`src/hw/rcs_pkg.sv`:
```
package rcs_pkg;
  // run command sources
  localparam logic [1:0] SRC_KEYPAD   = 2'h0;
  localparam logic [1:0] SRC_TERMINAL = 2'h1;
  localparam logic [1:0] SRC_COMM     = 2'h2;
  localparam logic [1:0] SRC_RESET    = SRC_KEYPAD;
  // terminal control schemes
  localparam logic [1:0] TCS_2W1   = 2'h0;
  localparam logic [1:0] TCS_2W2   = 2'h1;
  localparam logic [1:0] TCS_3W1   = 2'h2;
  localparam logic [1:0] TCS_3W2   = 2'h3;
  localparam logic [1:0] TCS_RESET = TCS_2W1;
  // terminal function codes
  localparam logic [6:0] FN_FWD     = 7'h01;
  localparam logic [6:0] FN_REV     = 7'h02;
  localparam logic [6:0] FN_3W      = 7'h03;
  localparam logic [6:0] FN_JOG_F   = 7'h04;
  localparam logic [6:0] FN_JOG_R   = 7'h05;
  localparam logic [6:0] FN_COAST   = 7'h06;
  localparam logic [6:0] FN_FRESET  = 7'h07;
  localparam logic [6:0] FN_UP      = 7'h0a;
  localparam logic [6:0] FN_DOWN    = 7'h0b;
  localparam logic [6:0] FN_MAX     = 7'h5f;
  // reference combination modes
  localparam logic [2:0] CMB_A     = 3'h0;
  localparam logic [2:0] CMB_B     = 3'h1;
  localparam logic [2:0] CMB_ADD   = 3'h2;
  localparam logic [2:0] CMB_SUB   = 3'h3;
  localparam logic [2:0] CMB_MAX   = 3'h4;
  localparam logic [2:0] CMB_MIN   = 3'h5;
  localparam logic [2:0] CMB_RESET = CMB_A;
  // command carried by keypad and fieldbus
  typedef struct packed {
    logic run;
    logic stop;
    logic reverse_input;
  } rcs_cmd_t;
endpackage

```
`src/hw/rcs_run_command_selector.sv`:
```
// Contract
// one run source: keypad, terminals, fieldbus
// keypad run key starts, lights indicator
// keypad stop key stops, clears indicator
// nine terminals with function codes 0..95
// terminal scheme setting 0..3, default 0
// two-wire one: level table, both hold
// two-wire two: forward enables, reverse direction
// three-wire one: forward edge starts, reverse sets
// three-wire one: reverse transitions invert direction
// three-wire enable open stops drive
// three-wire two: edges choose run direction
// two-wire needs fresh edge after stop
// fieldbus start and stop when selected
// final reference is main plus trim
// up/down terminals trim at own rates
// main combine select modes 0..5
// main channel switch while running
// terminals sampled, edges from previous sample
// commands from unselected sources ignored; coast stop and fault reset terminals act whatever the source
`timescale 1ns/10ps
`default_nettype none
module rcs_run_command_selector #(
  parameter int N_TERM = 9,
  parameter int FW     = 16
) (
  input  wire logic              ref_clk_in,
  input  wire logic              arst_n_in,
  input  wire logic              clk_en_in,
  input  wire logic [1:0]        run_command_source_in,
  input  wire logic [1:0]        terminal_control_scheme_in,
  input  wire logic [N_TERM*7-1:0] input_terminal_function_select_in,
  input  wire logic [N_TERM-1:0] multifunction_inputs_in,
  input  wire rcs_pkg::rcs_cmd_t key_cmd_in,
  input  wire rcs_pkg::rcs_cmd_t bus_cmd_in,
  input  wire logic              ext_stop_in,
  input  wire logic [2:0]        reference_combine_select_in,
  input  wire logic [FW-1:0]     ref_a_in,
  input  wire logic [FW-1:0]     ref_b_in,
  input  wire logic [FW-1:0]     up_trim_rate_in,
  input  wire logic [FW-1:0]     down_trim_rate_in,
  input  wire logic [FW-1:0]     trim_limit_in,
  output logic                   run_out,
  output logic                   reverse_out,
  output logic                   run_led_out,
  output logic                   jog_fwd_out,
  output logic                   jog_rev_out,
  output logic                   coast_stop_out,
  output logic                   fault_reset_out,
  output logic [FW-1:0]          freq_ref_out,
  output logic [FW-1:0]          aux_ref_out
);

  // refuse sizes the decode and arithmetic cannot serve
  if (N_TERM < 1 || N_TERM > 16) begin : g_bad_term
    $error("N_TERM out of range");
  end
  if (FW < 2 || FW > 32) begin : g_bad_width
    $error("FW out of range");
  end

  // gather terminals by function, ignoring codes beyond range
  function automatic logic fn_active(input logic [N_TERM*7-1:0] sel, input logic [N_TERM-1:0] lv,
                                     input logic [6:0] code);
    logic r;
    r = 1'b0;
    for (int i = 0; i < N_TERM; i++) begin
      if (sel[i*7 +: 7] == code && code <= rcs_pkg::FN_MAX) begin
        r = r | lv[i];
      end
    end
    return r;
  endfunction

  // saturating add/sub within limit
  function automatic logic [FW-1:0] sat_step(input logic [FW-1:0] v, input logic [FW-1:0] d,
                                             input logic up, input logic [FW-1:0] lim);
    logic [FW:0] s;
    s = '0;
    if (up) begin
      s = {1'b0, v} + {1'b0, d};
      return (s > {1'b0, lim}) ? lim : s[FW-1:0];
    end
    return (v > d) ? v - d : '0;
  endfunction

  logic [N_TERM-1:0] term_q;
  logic              fwd_q, rev_q, en3_q;
  logic              fwd_d, rev_d, en3_d;
  logic              fwd_rise, rev_rise, rev_edge;
  logic              run_q, dir_q;
  logic              armed_q;
  logic              t_run, t_dir, t_set;
  logic              keep;

  // sampled terminal image and previous function levels
  always_ff @(posedge ref_clk_in or negedge arst_n_in) begin
    if (!arst_n_in) begin
      term_q <= '0;
      fwd_q  <= 1'b0;
      rev_q  <= 1'b0;
      en3_q  <= 1'b0;
    end else if (clk_en_in) begin
      term_q <= multifunction_inputs_in;
      fwd_q  <= fwd_d;
      rev_q  <= rev_d;
      en3_q  <= en3_d;
    end
  end

  // function decode and edges from sample vs previous
  always_comb begin
    fwd_d    = fn_active(input_terminal_function_select_in, term_q, rcs_pkg::FN_FWD);
    rev_d    = fn_active(input_terminal_function_select_in, term_q, rcs_pkg::FN_REV);
    en3_d    = fn_active(input_terminal_function_select_in, term_q, rcs_pkg::FN_3W);
    fwd_rise = fwd_d & ~fwd_q;
    rev_rise = rev_d & ~rev_q;
    rev_edge = rev_d ^ rev_q;
  end

  // terminal run decode per scheme
  always_comb begin
    t_set = 1'b1;
    t_run = run_q;
    t_dir = dir_q;
    unique case (terminal_control_scheme_in)
      rcs_pkg::TCS_2W1: begin
        if (!fwd_d && !rev_d) begin
          t_run = 1'b0;
        end else if (fwd_d && !rev_d) begin
          t_run = armed_q | fwd_rise;
          t_dir = 1'b0;
        end else if (!fwd_d && rev_d) begin
          t_run = armed_q | rev_rise;
          t_dir = 1'b1;
        end else begin
          t_set = 1'b0;
        end
      end
      rcs_pkg::TCS_2W2: begin
        if (!fwd_d) begin
          t_run = 1'b0;
        end else begin
          t_run = armed_q | fwd_rise;
          t_dir = rev_d;
        end
      end
      rcs_pkg::TCS_3W1: begin
        if (!en3_d) begin
          t_run = 1'b0;
        end else if (fwd_rise && !run_q) begin
          t_run = 1'b1;
          t_dir = rev_d;
        end else if (run_q && rev_edge) begin
          t_dir = ~dir_q;
        end else begin
          t_set = 1'b0;
        end
      end
      rcs_pkg::TCS_3W2: begin
        if (!en3_d) begin
          t_run = 1'b0;
        end else if (fwd_rise) begin
          t_run = 1'b1;
          t_dir = 1'b0;
        end else if (rev_rise) begin
          t_run = 1'b1;
          t_dir = 1'b1;
        end else begin
          t_set = 1'b0;
        end
      end
    endcase
    keep = ~t_set;
  end

  // two-wire re-arm: cleared by outside stop or forward and reverse both open, set while running or on a rising edge
  always_ff @(posedge ref_clk_in or negedge arst_n_in) begin
    if (!arst_n_in) begin
      armed_q <= 1'b0;
    end else if (clk_en_in) begin
      if (!fwd_d && !rev_d) begin
        armed_q <= 1'b0;
      end else if (ext_stop_in) begin
        armed_q <= 1'b0;
      end else if (run_q || fwd_rise || rev_rise) begin
        armed_q <= 1'b1;
      end
    end
  end

  // run state from the single selected source
  always_ff @(posedge ref_clk_in or negedge arst_n_in) begin
    if (!arst_n_in) begin
      run_q <= 1'b0;
      dir_q <= 1'b0;
    end else if (clk_en_in) begin
      if (ext_stop_in) begin
        run_q <= 1'b0;
      end else begin
        unique case (run_command_source_in)
          rcs_pkg::SRC_KEYPAD: begin
            if (run_q && key_cmd_in.stop) begin
              run_q <= 1'b0;
            end else if (key_cmd_in.run) begin
              run_q <= 1'b1;
              dir_q <= key_cmd_in.reverse_input;
            end
          end
          rcs_pkg::SRC_TERMINAL: begin
            if (!keep) begin
              run_q <= t_run;
              dir_q <= t_dir;
            end
          end
          rcs_pkg::SRC_COMM: begin
            if (bus_cmd_in.stop) begin
              run_q <= 1'b0;
            end else if (bus_cmd_in.run) begin
              run_q <= 1'b1;
              dir_q <= bus_cmd_in.reverse_input;
            end
          end
          default: begin
            run_q <= run_q;
          end
        endcase
      end
    end
  end

  // registered run, direction, indicator and terminal side functions
  always_ff @(posedge ref_clk_in or negedge arst_n_in) begin
    if (!arst_n_in) begin
      run_out         <= 1'b0;
      reverse_out     <= 1'b0;
      run_led_out     <= 1'b0;
      jog_fwd_out     <= 1'b0;
      jog_rev_out     <= 1'b0;
      coast_stop_out  <= 1'b0;
      fault_reset_out <= 1'b0;
    end else if (clk_en_in) begin
      run_out         <= run_q;
      reverse_out     <= dir_q;
      run_led_out     <= run_q;
      jog_fwd_out     <= (run_command_source_in == rcs_pkg::SRC_TERMINAL) &
                         fn_active(input_terminal_function_select_in, term_q, rcs_pkg::FN_JOG_F);
      jog_rev_out     <= (run_command_source_in == rcs_pkg::SRC_TERMINAL) &
                         fn_active(input_terminal_function_select_in, term_q, rcs_pkg::FN_JOG_R);
      coast_stop_out  <= fn_active(input_terminal_function_select_in, term_q, rcs_pkg::FN_COAST);
      fault_reset_out <= fn_active(input_terminal_function_select_in, term_q, rcs_pkg::FN_FRESET);
    end
  end

  logic          up_d, dn_d;
  logic [FW-1:0] main_d;
  logic [FW:0]   sum_d;

  // main reference combination, live switching of channels
  always_comb begin
    up_d   = fn_active(input_terminal_function_select_in, term_q, rcs_pkg::FN_UP);
    dn_d   = fn_active(input_terminal_function_select_in, term_q, rcs_pkg::FN_DOWN);
    main_d = ref_a_in;
    unique case (reference_combine_select_in)
      rcs_pkg::CMB_A:   main_d = ref_a_in;
      rcs_pkg::CMB_B:   main_d = ref_b_in;
      rcs_pkg::CMB_ADD: main_d = sat_step(ref_a_in, ref_b_in, 1'b1, '1);
      rcs_pkg::CMB_SUB: main_d = sat_step(ref_a_in, ref_b_in, 1'b0, '1);
      rcs_pkg::CMB_MAX: main_d = (ref_a_in > ref_b_in) ? ref_a_in : ref_b_in;
      rcs_pkg::CMB_MIN: main_d = (ref_a_in < ref_b_in) ? ref_a_in : ref_b_in;
      default:          main_d = ref_a_in;
    endcase
    sum_d = {1'b0, main_d} + {1'b0, aux_ref_out};
  end

  // auxiliary trim and final reference
  always_ff @(posedge ref_clk_in or negedge arst_n_in) begin
    if (!arst_n_in) begin
      aux_ref_out  <= '0;
      freq_ref_out <= '0;
    end else if (clk_en_in) begin
      if (up_d && !dn_d) begin
        aux_ref_out <= sat_step(aux_ref_out, up_trim_rate_in, 1'b1, trim_limit_in);
      end else if (dn_d && !up_d) begin
        aux_ref_out <= sat_step(aux_ref_out, down_trim_rate_in, 1'b0, trim_limit_in);
      end
      freq_ref_out <= sum_d[FW] ? '1 : sum_d[FW-1:0];
    end
  end

  // keypad stop while running clears run on the next edge, the indicator one edge later
  a_key_stop: assert property (@(posedge ref_clk_in) disable iff (!arst_n_in)
    (clk_en_in && run_command_source_in == rcs_pkg::SRC_KEYPAD && run_q && key_cmd_in.stop)
    |=> (!run_q and (clk_en_in |=> !run_led_out)))
    else $error("keypad stop not honoured");

  a_key_run: assert property (@(posedge ref_clk_in) disable iff (!arst_n_in)
    (clk_en_in && run_command_source_in == rcs_pkg::SRC_KEYPAD && !ext_stop_in && key_cmd_in.run
     && !(run_q && key_cmd_in.stop)) |=> run_q)
    else $error("keypad run not honoured");

  a_3w_enable_open: assert property (@(posedge ref_clk_in) disable iff (!arst_n_in)
    (clk_en_in && run_command_source_in == rcs_pkg::SRC_TERMINAL && terminal_control_scheme_in[1]
     && !en3_d) |=> !run_q)
    else $error("three-wire enable open did not stop");

  a_3w1_reverse: assert property (@(posedge ref_clk_in) disable iff (!arst_n_in)
    (clk_en_in && !ext_stop_in && run_command_source_in == rcs_pkg::SRC_TERMINAL
     && terminal_control_scheme_in == rcs_pkg::TCS_3W1 && en3_d && run_q && !fwd_rise && rev_edge)
    |=> dir_q != $past(dir_q))
    else $error("direction not inverted");

  a_2w2_stop: assert property (@(posedge ref_clk_in) disable iff (!arst_n_in)
    (clk_en_in && run_command_source_in == rcs_pkg::SRC_TERMINAL
     && terminal_control_scheme_in == rcs_pkg::TCS_2W2 && !fwd_d) |=> !run_q)
    else $error("two-wire two did not stop");

  a_2w1_hold: assert property (@(posedge ref_clk_in) disable iff (!arst_n_in)
    (clk_en_in && !ext_stop_in && run_command_source_in == rcs_pkg::SRC_TERMINAL
     && terminal_control_scheme_in == rcs_pkg::TCS_2W1 && fwd_d && rev_d) |=> $stable(run_q))
    else $error("two-wire one hold broken");

  a_no_restart: assert property (@(posedge ref_clk_in) disable iff (!arst_n_in)
    (clk_en_in && ext_stop_in) ##1 (clk_en_in && !ext_stop_in && !fwd_rise && !rev_rise
     && run_command_source_in == rcs_pkg::SRC_TERMINAL && !terminal_control_scheme_in[1]) |=> !run_q)
    else $error("two-wire restarted without fresh edge");

  a_comm_ignore: assert property (@(posedge ref_clk_in) disable iff (!arst_n_in)
    (clk_en_in && run_command_source_in == rcs_pkg::SRC_COMM && !bus_cmd_in.run && !run_q)
    |=> !run_q)
    else $error("run from unselected source");

  a_comm_stop: assert property (@(posedge ref_clk_in) disable iff (!arst_n_in)
    (clk_en_in && run_command_source_in == rcs_pkg::SRC_COMM && bus_cmd_in.stop)
    |=> (!run_q and (clk_en_in |=> !run_out)))
    else $error("fieldbus stop not honoured");

  // three-wire two: a rising edge picks run and direction, forward winning when both rise
  a_3w2_fwd_edge: assert property (@(posedge ref_clk_in) disable iff (!arst_n_in)
    (clk_en_in && !ext_stop_in && run_command_source_in == rcs_pkg::SRC_TERMINAL
     && terminal_control_scheme_in == rcs_pkg::TCS_3W2 && en3_d && fwd_rise) |=> (run_q && !dir_q))
    else $error("three-wire two forward edge ignored");

  a_3w2_rev_edge: assert property (@(posedge ref_clk_in) disable iff (!arst_n_in)
    (clk_en_in && !ext_stop_in && run_command_source_in == rcs_pkg::SRC_TERMINAL
     && terminal_control_scheme_in == rcs_pkg::TCS_3W2 && en3_d && rev_rise && !fwd_rise) |=> (run_q && dir_q))
    else $error("three-wire two reverse edge ignored");

endmodule
`default_nettype wire
```
`config.mk`:
```
export PLATFORM = sky130hd
export DESIGN_NAME = rcs_run_command_selector
export DESIGN_NICKNAME = d
export VERILOG_FILES = /design/src/hw/rcs_pkg.sv /design/src/hw/rcs_run_command_selector.sv
export SDC_FILE = /design/constraint.sdc
export NUM_CORES = 1
export LEC_CHECK = 0
export ABC_CLOCK_PERIOD_IN_PS = 4310
export BUFFER_PORTS_ARGS = -buffer_cell sky130_fd_sc_hd__clkbuf_2
export CAP_MARGIN = 10
export CORE_UTILIZATION = 48
export CTS_CLUSTER_SIZE = 14
export DETAILED_ROUTE_END_ITERATION = 12
export PLACE_DENSITY = 0.81
export SLEW_MARGIN = 20
export SYNTH_ARGS = -nofsm -noshare
export SYNTH_HDL_FRONTEND = slang
export SYNTH_SLANG_ARGS = --single-unit
```
`constraint.sdc`:
```
create_clock -name ref_clk_in -period 4.31 [get_ports ref_clk_in]
set_clock_uncertainty 0.05 [all_clocks]
set_input_delay 0.2155 -clock ref_clk_in [delete_from_list [all_inputs] [get_ports ref_clk_in]]
set_output_delay 0.2155 -clock ref_clk_in [all_outputs]
set_load 0.05 [all_outputs]
```
Word level (Yosys, flattened, before mapping). Cells that the tools add are included.

$add $sub $neg: 6. $lt $le $gt $ge: 6. Equality and inequality tests: 109. Mux-type cells: 177. Bitwise operators: 83. Reduce and logical (&&, ||, !) cells: 25.

Operator list (number): 7-bit by 3-bit equality test with 1-bit output (second input constant) (36); 16-bit 2-to-1 mux (12); 1-bit 2-to-1 mux (159); 7-bit by 2-bit equality test with 1-bit output (second input constant) (18); 7-bit by 4-bit equality test with 1-bit output (second input constant) (18); 16-bit one-hot mux with 5 select lines (1); 1-bit bitwise OR (74); 7-bit by 1-bit equality test with 1-bit output (second input constant) (9); 16-bit by 16-bit adder with 17-bit output (3); 16-bit greater-than comparator (3); 16-bit subtractor (3); 4-bit != test (second input constant) (5); 17-bit by 16-bit greater-than comparator with 1-bit output (1); 17-bit by 16-bit greater-than comparator with 1-bit output (second input constant) (1); 16-bit less-than comparator (1); 3-bit != test (second input constant) (5); 15-bit AND reduction (1); 6-bit != test (second input constant) (2); 2-bit != test (second input constant) (5); 1-bit one-hot mux with 3 select lines (3); 1-bit logical AND (8); 1-bit one-hot mux with 4 select lines (2); 8-bit AND reduction (1); 2-bit equality test (second input constant) (3); 15 further kinds (32).

Flip-flop bits (word level): 52. Input port bits: 169. Output and inout bits: 39. Word-level logic and storage cells: 420.

Depth between registers and ports, before layout.
Depth in word-level cells: 28. Depth in mapped cells: 26. Gate-level depth less buffers: 24.

Least setup slack after synthesis. No wires, ideal clock.

Path type: input port to flip-flop. From: input ref_a_in[0]. To: register freq_ref_out[10]. Library setup time: 66 ps. Data arrival time: 4921 ps. Data required time: 4194 ps. Path slack: -727 ps. Cell stages on the path: 26. Buffers on the path: 2. Cells stage by stage: ha_1 -> inv_1 -> fa_1 -> or2_1 -> a221oi_2 -> o311ai_1 -> a21oi_2 -> o21ai_1 -> a311o_1 -> buf_2 -> o21ai_0 -> o21ai_1 -> a21oi_1 -> ha_1 -> inv_1 -> fa_1 -> nor2b_1 -> o21ai_1 -> a21boi_1 -> o211ai_1 -> a2111oi_1 -> or3_1 -> nand2_1 -> a21oi_2 -> buf_2 -> o22a_1.

Cells in the longest elaborated chain, start to end: 7. Elaborated cells on any way between the ends: 13. Those cells by class: 3 x add/sub; 3 x order compare; 7 x mux.

Ends and longest elaborated chain: start: declaration (RTL line rcs_run_command_selector.sv:38) `input wire logic [FW-1:0] ref_a_in,`; 16-bit by 16-bit adder with 17-bit output (RTL line rcs_run_command_selector.sv:81) `s = {1'b0, v} + {1'b0, d};`; 17-bit by 16-bit greater-than comparator with 1-bit output (RTL line rcs_run_command_selector.sv:82) `return (s > {1'b0, lim}) ? lim : s[FW-1:0];`; 16-bit 2-to-1 mux (RTL line rcs_run_command_selector.sv:82); 16-bit 2-to-1 mux (RTL line rcs_run_command_selector.sv:84) `return (v > d) ? v - d : '0;`; 16-bit one-hot mux with 5 select lines (*) (RTL line rcs_run_command_selector.sv:264) `unique case (reference_combine_select_in)`; 16-bit by 16-bit adder with 17-bit output (*) (RTL line rcs_run_command_selector.sv:273) `sum_d = {1'b0, main_d} + {1'b0, aux_ref_out};`; 16-bit 2-to-1 mux (*) (RTL line rcs_run_command_selector.sv:287) `freq_ref_out <= sum_d[FW] ? '1 : sum_d[FW-1:0];`; end signal: assignment (RTL line rcs_run_command_selector.sv:287); end: declaration (RTL line rcs_run_command_selector.sv:50) `output logic [FW-1:0] freq_ref_out,`.

Mark *: on every way between the ends. The rest lies on a longest branch, timed or not. A chain may end at the register's enable or synchronous reset.

Worst setup path in the final report.
From: input ref_a_in[0]. To: register freq_ref_out[9].

The elaborated chain is that of the path after synthesis.

==> impl_metrics.json <==
{
  "worst_hold_path_class": "in2async",
  "drt_wl_total_um": 32800,
  "drtPass1Iterations": 6,
  "synth_async_sr_flop_share_pct": 100,
  "timing_worst_setup_path_type": "in2reg",
  "critical_path.top_delay_family": "compound AO/OA/AOI/OAI gates",
  "powerDensity_mw_per_mm2": 478,
  "worst_relative_slew_slack_pct": 29.0,
  "failed_checks": "hold timing, setup timing",
  "place_congestion": 0.953,
  "synthDominantCellAreaShare_pct": 15.1,
  "post_drt_wl_per_cell_um": 18.5,
  "worst_setup_path_end_kind": "flip-flop",
  "die_area_mm2": 0.0189,
  "cap_violations": 0,
  "worst_r2r_src": "aux_ref_out[4]",
  "post_dp_cell_area_mm2": 0.0113,
  "initial_detailed_routing_violation_count": 764,
  "critPathLaunchType": "input pin",
  "worstPathMaxFanout": 7,
  "cts_made_buffers": 5,
  "avgViaCountPerCell": 6.06,
  "cts.root.buffer_cell": "sky130_fd_sc_hd__clkbuf_16",
  "worst-slew-pin-transition_ns": 1.06,
  "ir_worst_vdd_uv": 531,
  "layout_net_count": 1820,
  "clk_transition_reported_paths_ns": 0.07,
  "critical-path-max-stage-delay_ns": 0.36,
  "core_area_mm2": 0.0180,
  "top_area_cells_in_the_synthesized_netlist": "sky130_fd_sc_hd__ha_1 15%, sky130_fd_sc_hd__dfrtp_1 15%, sky130_fd_sc_hd__a21oi_1 5.3%",
  "power.total_mw": 5.76,
  "data_arrival_time_of_the_critical_path_ns": 4.79,
  "post_synth_inst_count": 1167,
  "detail_route.drc_violations": 0,
  "cp_common_cell": "sky130_fd_sc_hd__o21ai_1",
  "setup_repair_after_global_routing_missed_its_margin": "yes",
  "cts.sinks": 52,
  "layout_commonest_cell": "sky130_fd_sc_hd__clkbuf_2",
  "netlist-cell-type-count": 93,
  "grt_overflow": 0,
  "reg.largest.list": "aux_ref_out x16, freq_ref_out x16, term_q x9",
  "antennaDiodeCount": 0,
  "required_ns": 4.50,
  "cp-startpoint": "ref_a_in[0]",
  "finalNonFillerCells": 1770,
  "antenna_found_initial": 0,
  "worstRegToRegCells": 19,
  "insertion_delay_ns": 0.30,
  "leakagePower_nw": 5.87,
  "postLayoutSetupSlackWorst_ns": -0.290,
  "routed_via_count": 10700,
  "post_route_cells_drive_above_1_share_pct": 34.9,
  "outcome": "finished, violations left",
  "pin_count_of_the_biggest_net_entering_global_routing": 53,
  "post-dp-hpwl_um": 26000,
  "yosysTopAreaCell": "sky130_fd_sc_hd__ha_1",
  "layout.cell_area.non_filler_mm2": 0.0121,
  "timing.final.hold_violations": 4,
  "synth_nets": 1447,
  "area_grow_syn2layout_pct": 37.2,
  "die_w_um": 137,
  "min_period_over_period_pct": 107,
  "yosysWarnings": 0,
  "netlist_area_mm2": 0.00879,
  "grt_usage_pct": 33.1,
  "setup_viol": 19,
  "initial_cell_density_of_the_core_pct": 48.9,
  "min_period_ns": 4.60,
  "hold-worst-slack_ns": -0.00941,
  "timing.fmax_mhz": 217,
  "cts_tree": "yes",
  "dominantRegCellSynth": "sky130_fd_sc_hd__dfrtp_1",
  "path_depth": 26,
  "io-pin-count": 208,
  "synthesized_flop_and_latch_total": 52,
  "count_of_buffers_from_port_buffering": 207,
  "first_global_vias": 9919,
  "grt_pass1_wl_um": 48400,
  "layout.cells.most_common_list": "205 x sky130_fd_sc_hd__clkbuf_2, 201 x sky130_fd_sc_hd__buf_4, 102 x sky130_fd_sc_hd__ha_1",
  "cts_buffer_depth": 2,
  "htree_num_levels": 2,
  "cp_slowest_cell": "sky130_fd_sc_hd__a2111oi_2",
  "buffers_and_inverters_on_the_worst_path": 4,
  "detail-route-antenna-nets": 0,
  "synth.yosys.seq_area_share_pct": 14.8,
  "synth_enable_flop_cells": 0,
  "die-height_um": 137,
  "synthesis.area_per_instance_um2": 7.53,
  "dp.cells": 1737,
  "max_slew_violation_count": 0,
  "core.rowCount": 49
}
==> cells in the mapped netlist (9+ instances only) <==
cell                         n
sky130_fd_sc_hd__a21o_1     10
sky130_fd_sc_hd__a21oi_1    93
sky130_fd_sc_hd__a221oi_1    9
sky130_fd_sc_hd__a22oi_1    17
sky130_fd_sc_hd__a31oi_1    15
sky130_fd_sc_hd__and3_1     12
sky130_fd_sc_hd__buf_2      17
sky130_fd_sc_hd__clkbuf_1   30
sky130_fd_sc_hd__dfrtp_1    52
sky130_fd_sc_hd__ha_1      106
sky130_fd_sc_hd__inv_1      92
sky130_fd_sc_hd__mux2_2     25
sky130_fd_sc_hd__mux2i_1    10
sky130_fd_sc_hd__nand2_1    88
sky130_fd_sc_hd__nand2b_1   23
sky130_fd_sc_hd__nand3_1    35
sky130_fd_sc_hd__nand4_1    15
sky130_fd_sc_hd__nor2_1    101
sky130_fd_sc_hd__nor2b_1    15
sky130_fd_sc_hd__nor3_1     32
sky130_fd_sc_hd__nor3b_1     9
sky130_fd_sc_hd__nor4_1     11
sky130_fd_sc_hd__o211ai_1   11
sky130_fd_sc_hd__o21ai_0    51
sky130_fd_sc_hd__o21ai_1    21
sky130_fd_sc_hd__o22a_1     17
sky130_fd_sc_hd__o22ai_1    16
sky130_fd_sc_hd__xnor2_1    39
sky130_fd_sc_hd__xor2_1     16
==> through the flow <==
| step | TNS (ns) | worst slack, ns | utilization [%] |
|---|---|---|---|
| final | -3.94 | -0.290 | 67.1 |
| after global routing | -11.43 | -0.596 | 67.1 |
| after CTS | -3.89 | -0.298 | 65.3 |
| after detailed placement | -11.04 | -0.686 | 63.1 |
| after global placement | -8.16 | -0.530 | 63.1 |
| after floorplan | -5.00 | -0.383 | - |
==> metal layers <==
layer	vias up	share of wire (%)	track usage, %
li1	5068	-	-
met4	0	5.3	17.6
met2	520	47	55.8
met3	121	7.7	4.64
met5	-	0	0
met1	5020	40	40.9
==> worst reg2reg max path, stage by stage (launching register included) <==
cell	delay (ns)
sky130_fd_sc_hd__dfrtp_2	0.44
sky130_fd_sc_hd__ha_4	0.24
sky130_fd_sc_hd__a2111oi_4	0.44
sky130_fd_sc_hd__buf_4	0.18
sky130_fd_sc_hd__o21a_1	0.15
sky130_fd_sc_hd__o211ai_1	0.13
sky130_fd_sc_hd__a31o_2	0.25
sky130_fd_sc_hd__a21oi_1	0.18
sky130_fd_sc_hd__xnor2_1	0.11
sky130_fd_sc_hd__ha_1	0.33
sky130_fd_sc_hd__nand4_1	0.09
sky130_fd_sc_hd__nor2_1	0.11
sky130_fd_sc_hd__nand4_1	0.11
sky130_fd_sc_hd__o22ai_1	0.13
sky130_fd_sc_hd__a31oi_1	0.09
sky130_fd_sc_hd__a211oi_4	0.31
sky130_fd_sc_hd__buf_6	0.19
sky130_fd_sc_hd__mux2_4	0.32
sky130_fd_sc_hd__a221oi_2	0.29
sky130_fd_sc_hd__a21oi_1	0.10
==> worst paths after layout <==
path | slack [ns] | endpoint
max in group asynchronous | 3.70 | aux_ref_out[1]
worst max register to register | -0.09 | aux_ref_out[4]
worst max-delay path | -0.29 | freq_ref_out[9]
min in group ref_clk_in | 0.09 | term_q[8]
worst min-delay path | -0.009 | term_q[0]
worst min register to register | 0.45 | freq_ref_out[2]
==> logic make-up (layout without fill, tap and decap cells) <==
| logic type | count (synthesis) | count (layout) | share of synthesized area [%] |
|---|---|---|---|
| flops | 52 | 52 | 14.8 |
| buf+inv | 144 | 518 | 6.69 |
| xor+xnor | 55 | 55 | 5.48 |
| fa+ha+maj | 111 | 111 | 16.2 |
| compound gates | 372 | 372 | 28.8 |
| mux | 44 | 44 | 5.58 |
| simple gates | 389 | 389 | 22.4 |
==> layout make-up <==
cell class	count	area, um2
clock buffers	5	125
clock inverters	3	21.3
fillers	1523	5910
inverters	93	349
multi-input cells	971	7270
flip-flops and latches	52	1310
well taps	229	287
repair buffers	417	2700
==> power breakdown <==
part	total, mW	switching (mW)	internal, mW
logic	4.56	2.53	2.03
clock network	0.417	0.200	0.217
registers	0.785	0.146	0.639
total	5.76	2.88	2.88
==> what timing repair did <==
action | CTS | global route
gates resized for setup | 22 | 69
setup buffers | 13 | 13
hold buffers | 0 | 0
hold endpoints to repair | 0 | 0
gates cloned | 2 | 0
pin swaps | 24 | 37
setup endpoints to repair | 30 | 32
Note: power is estimated with default switching activity, not from simulation.
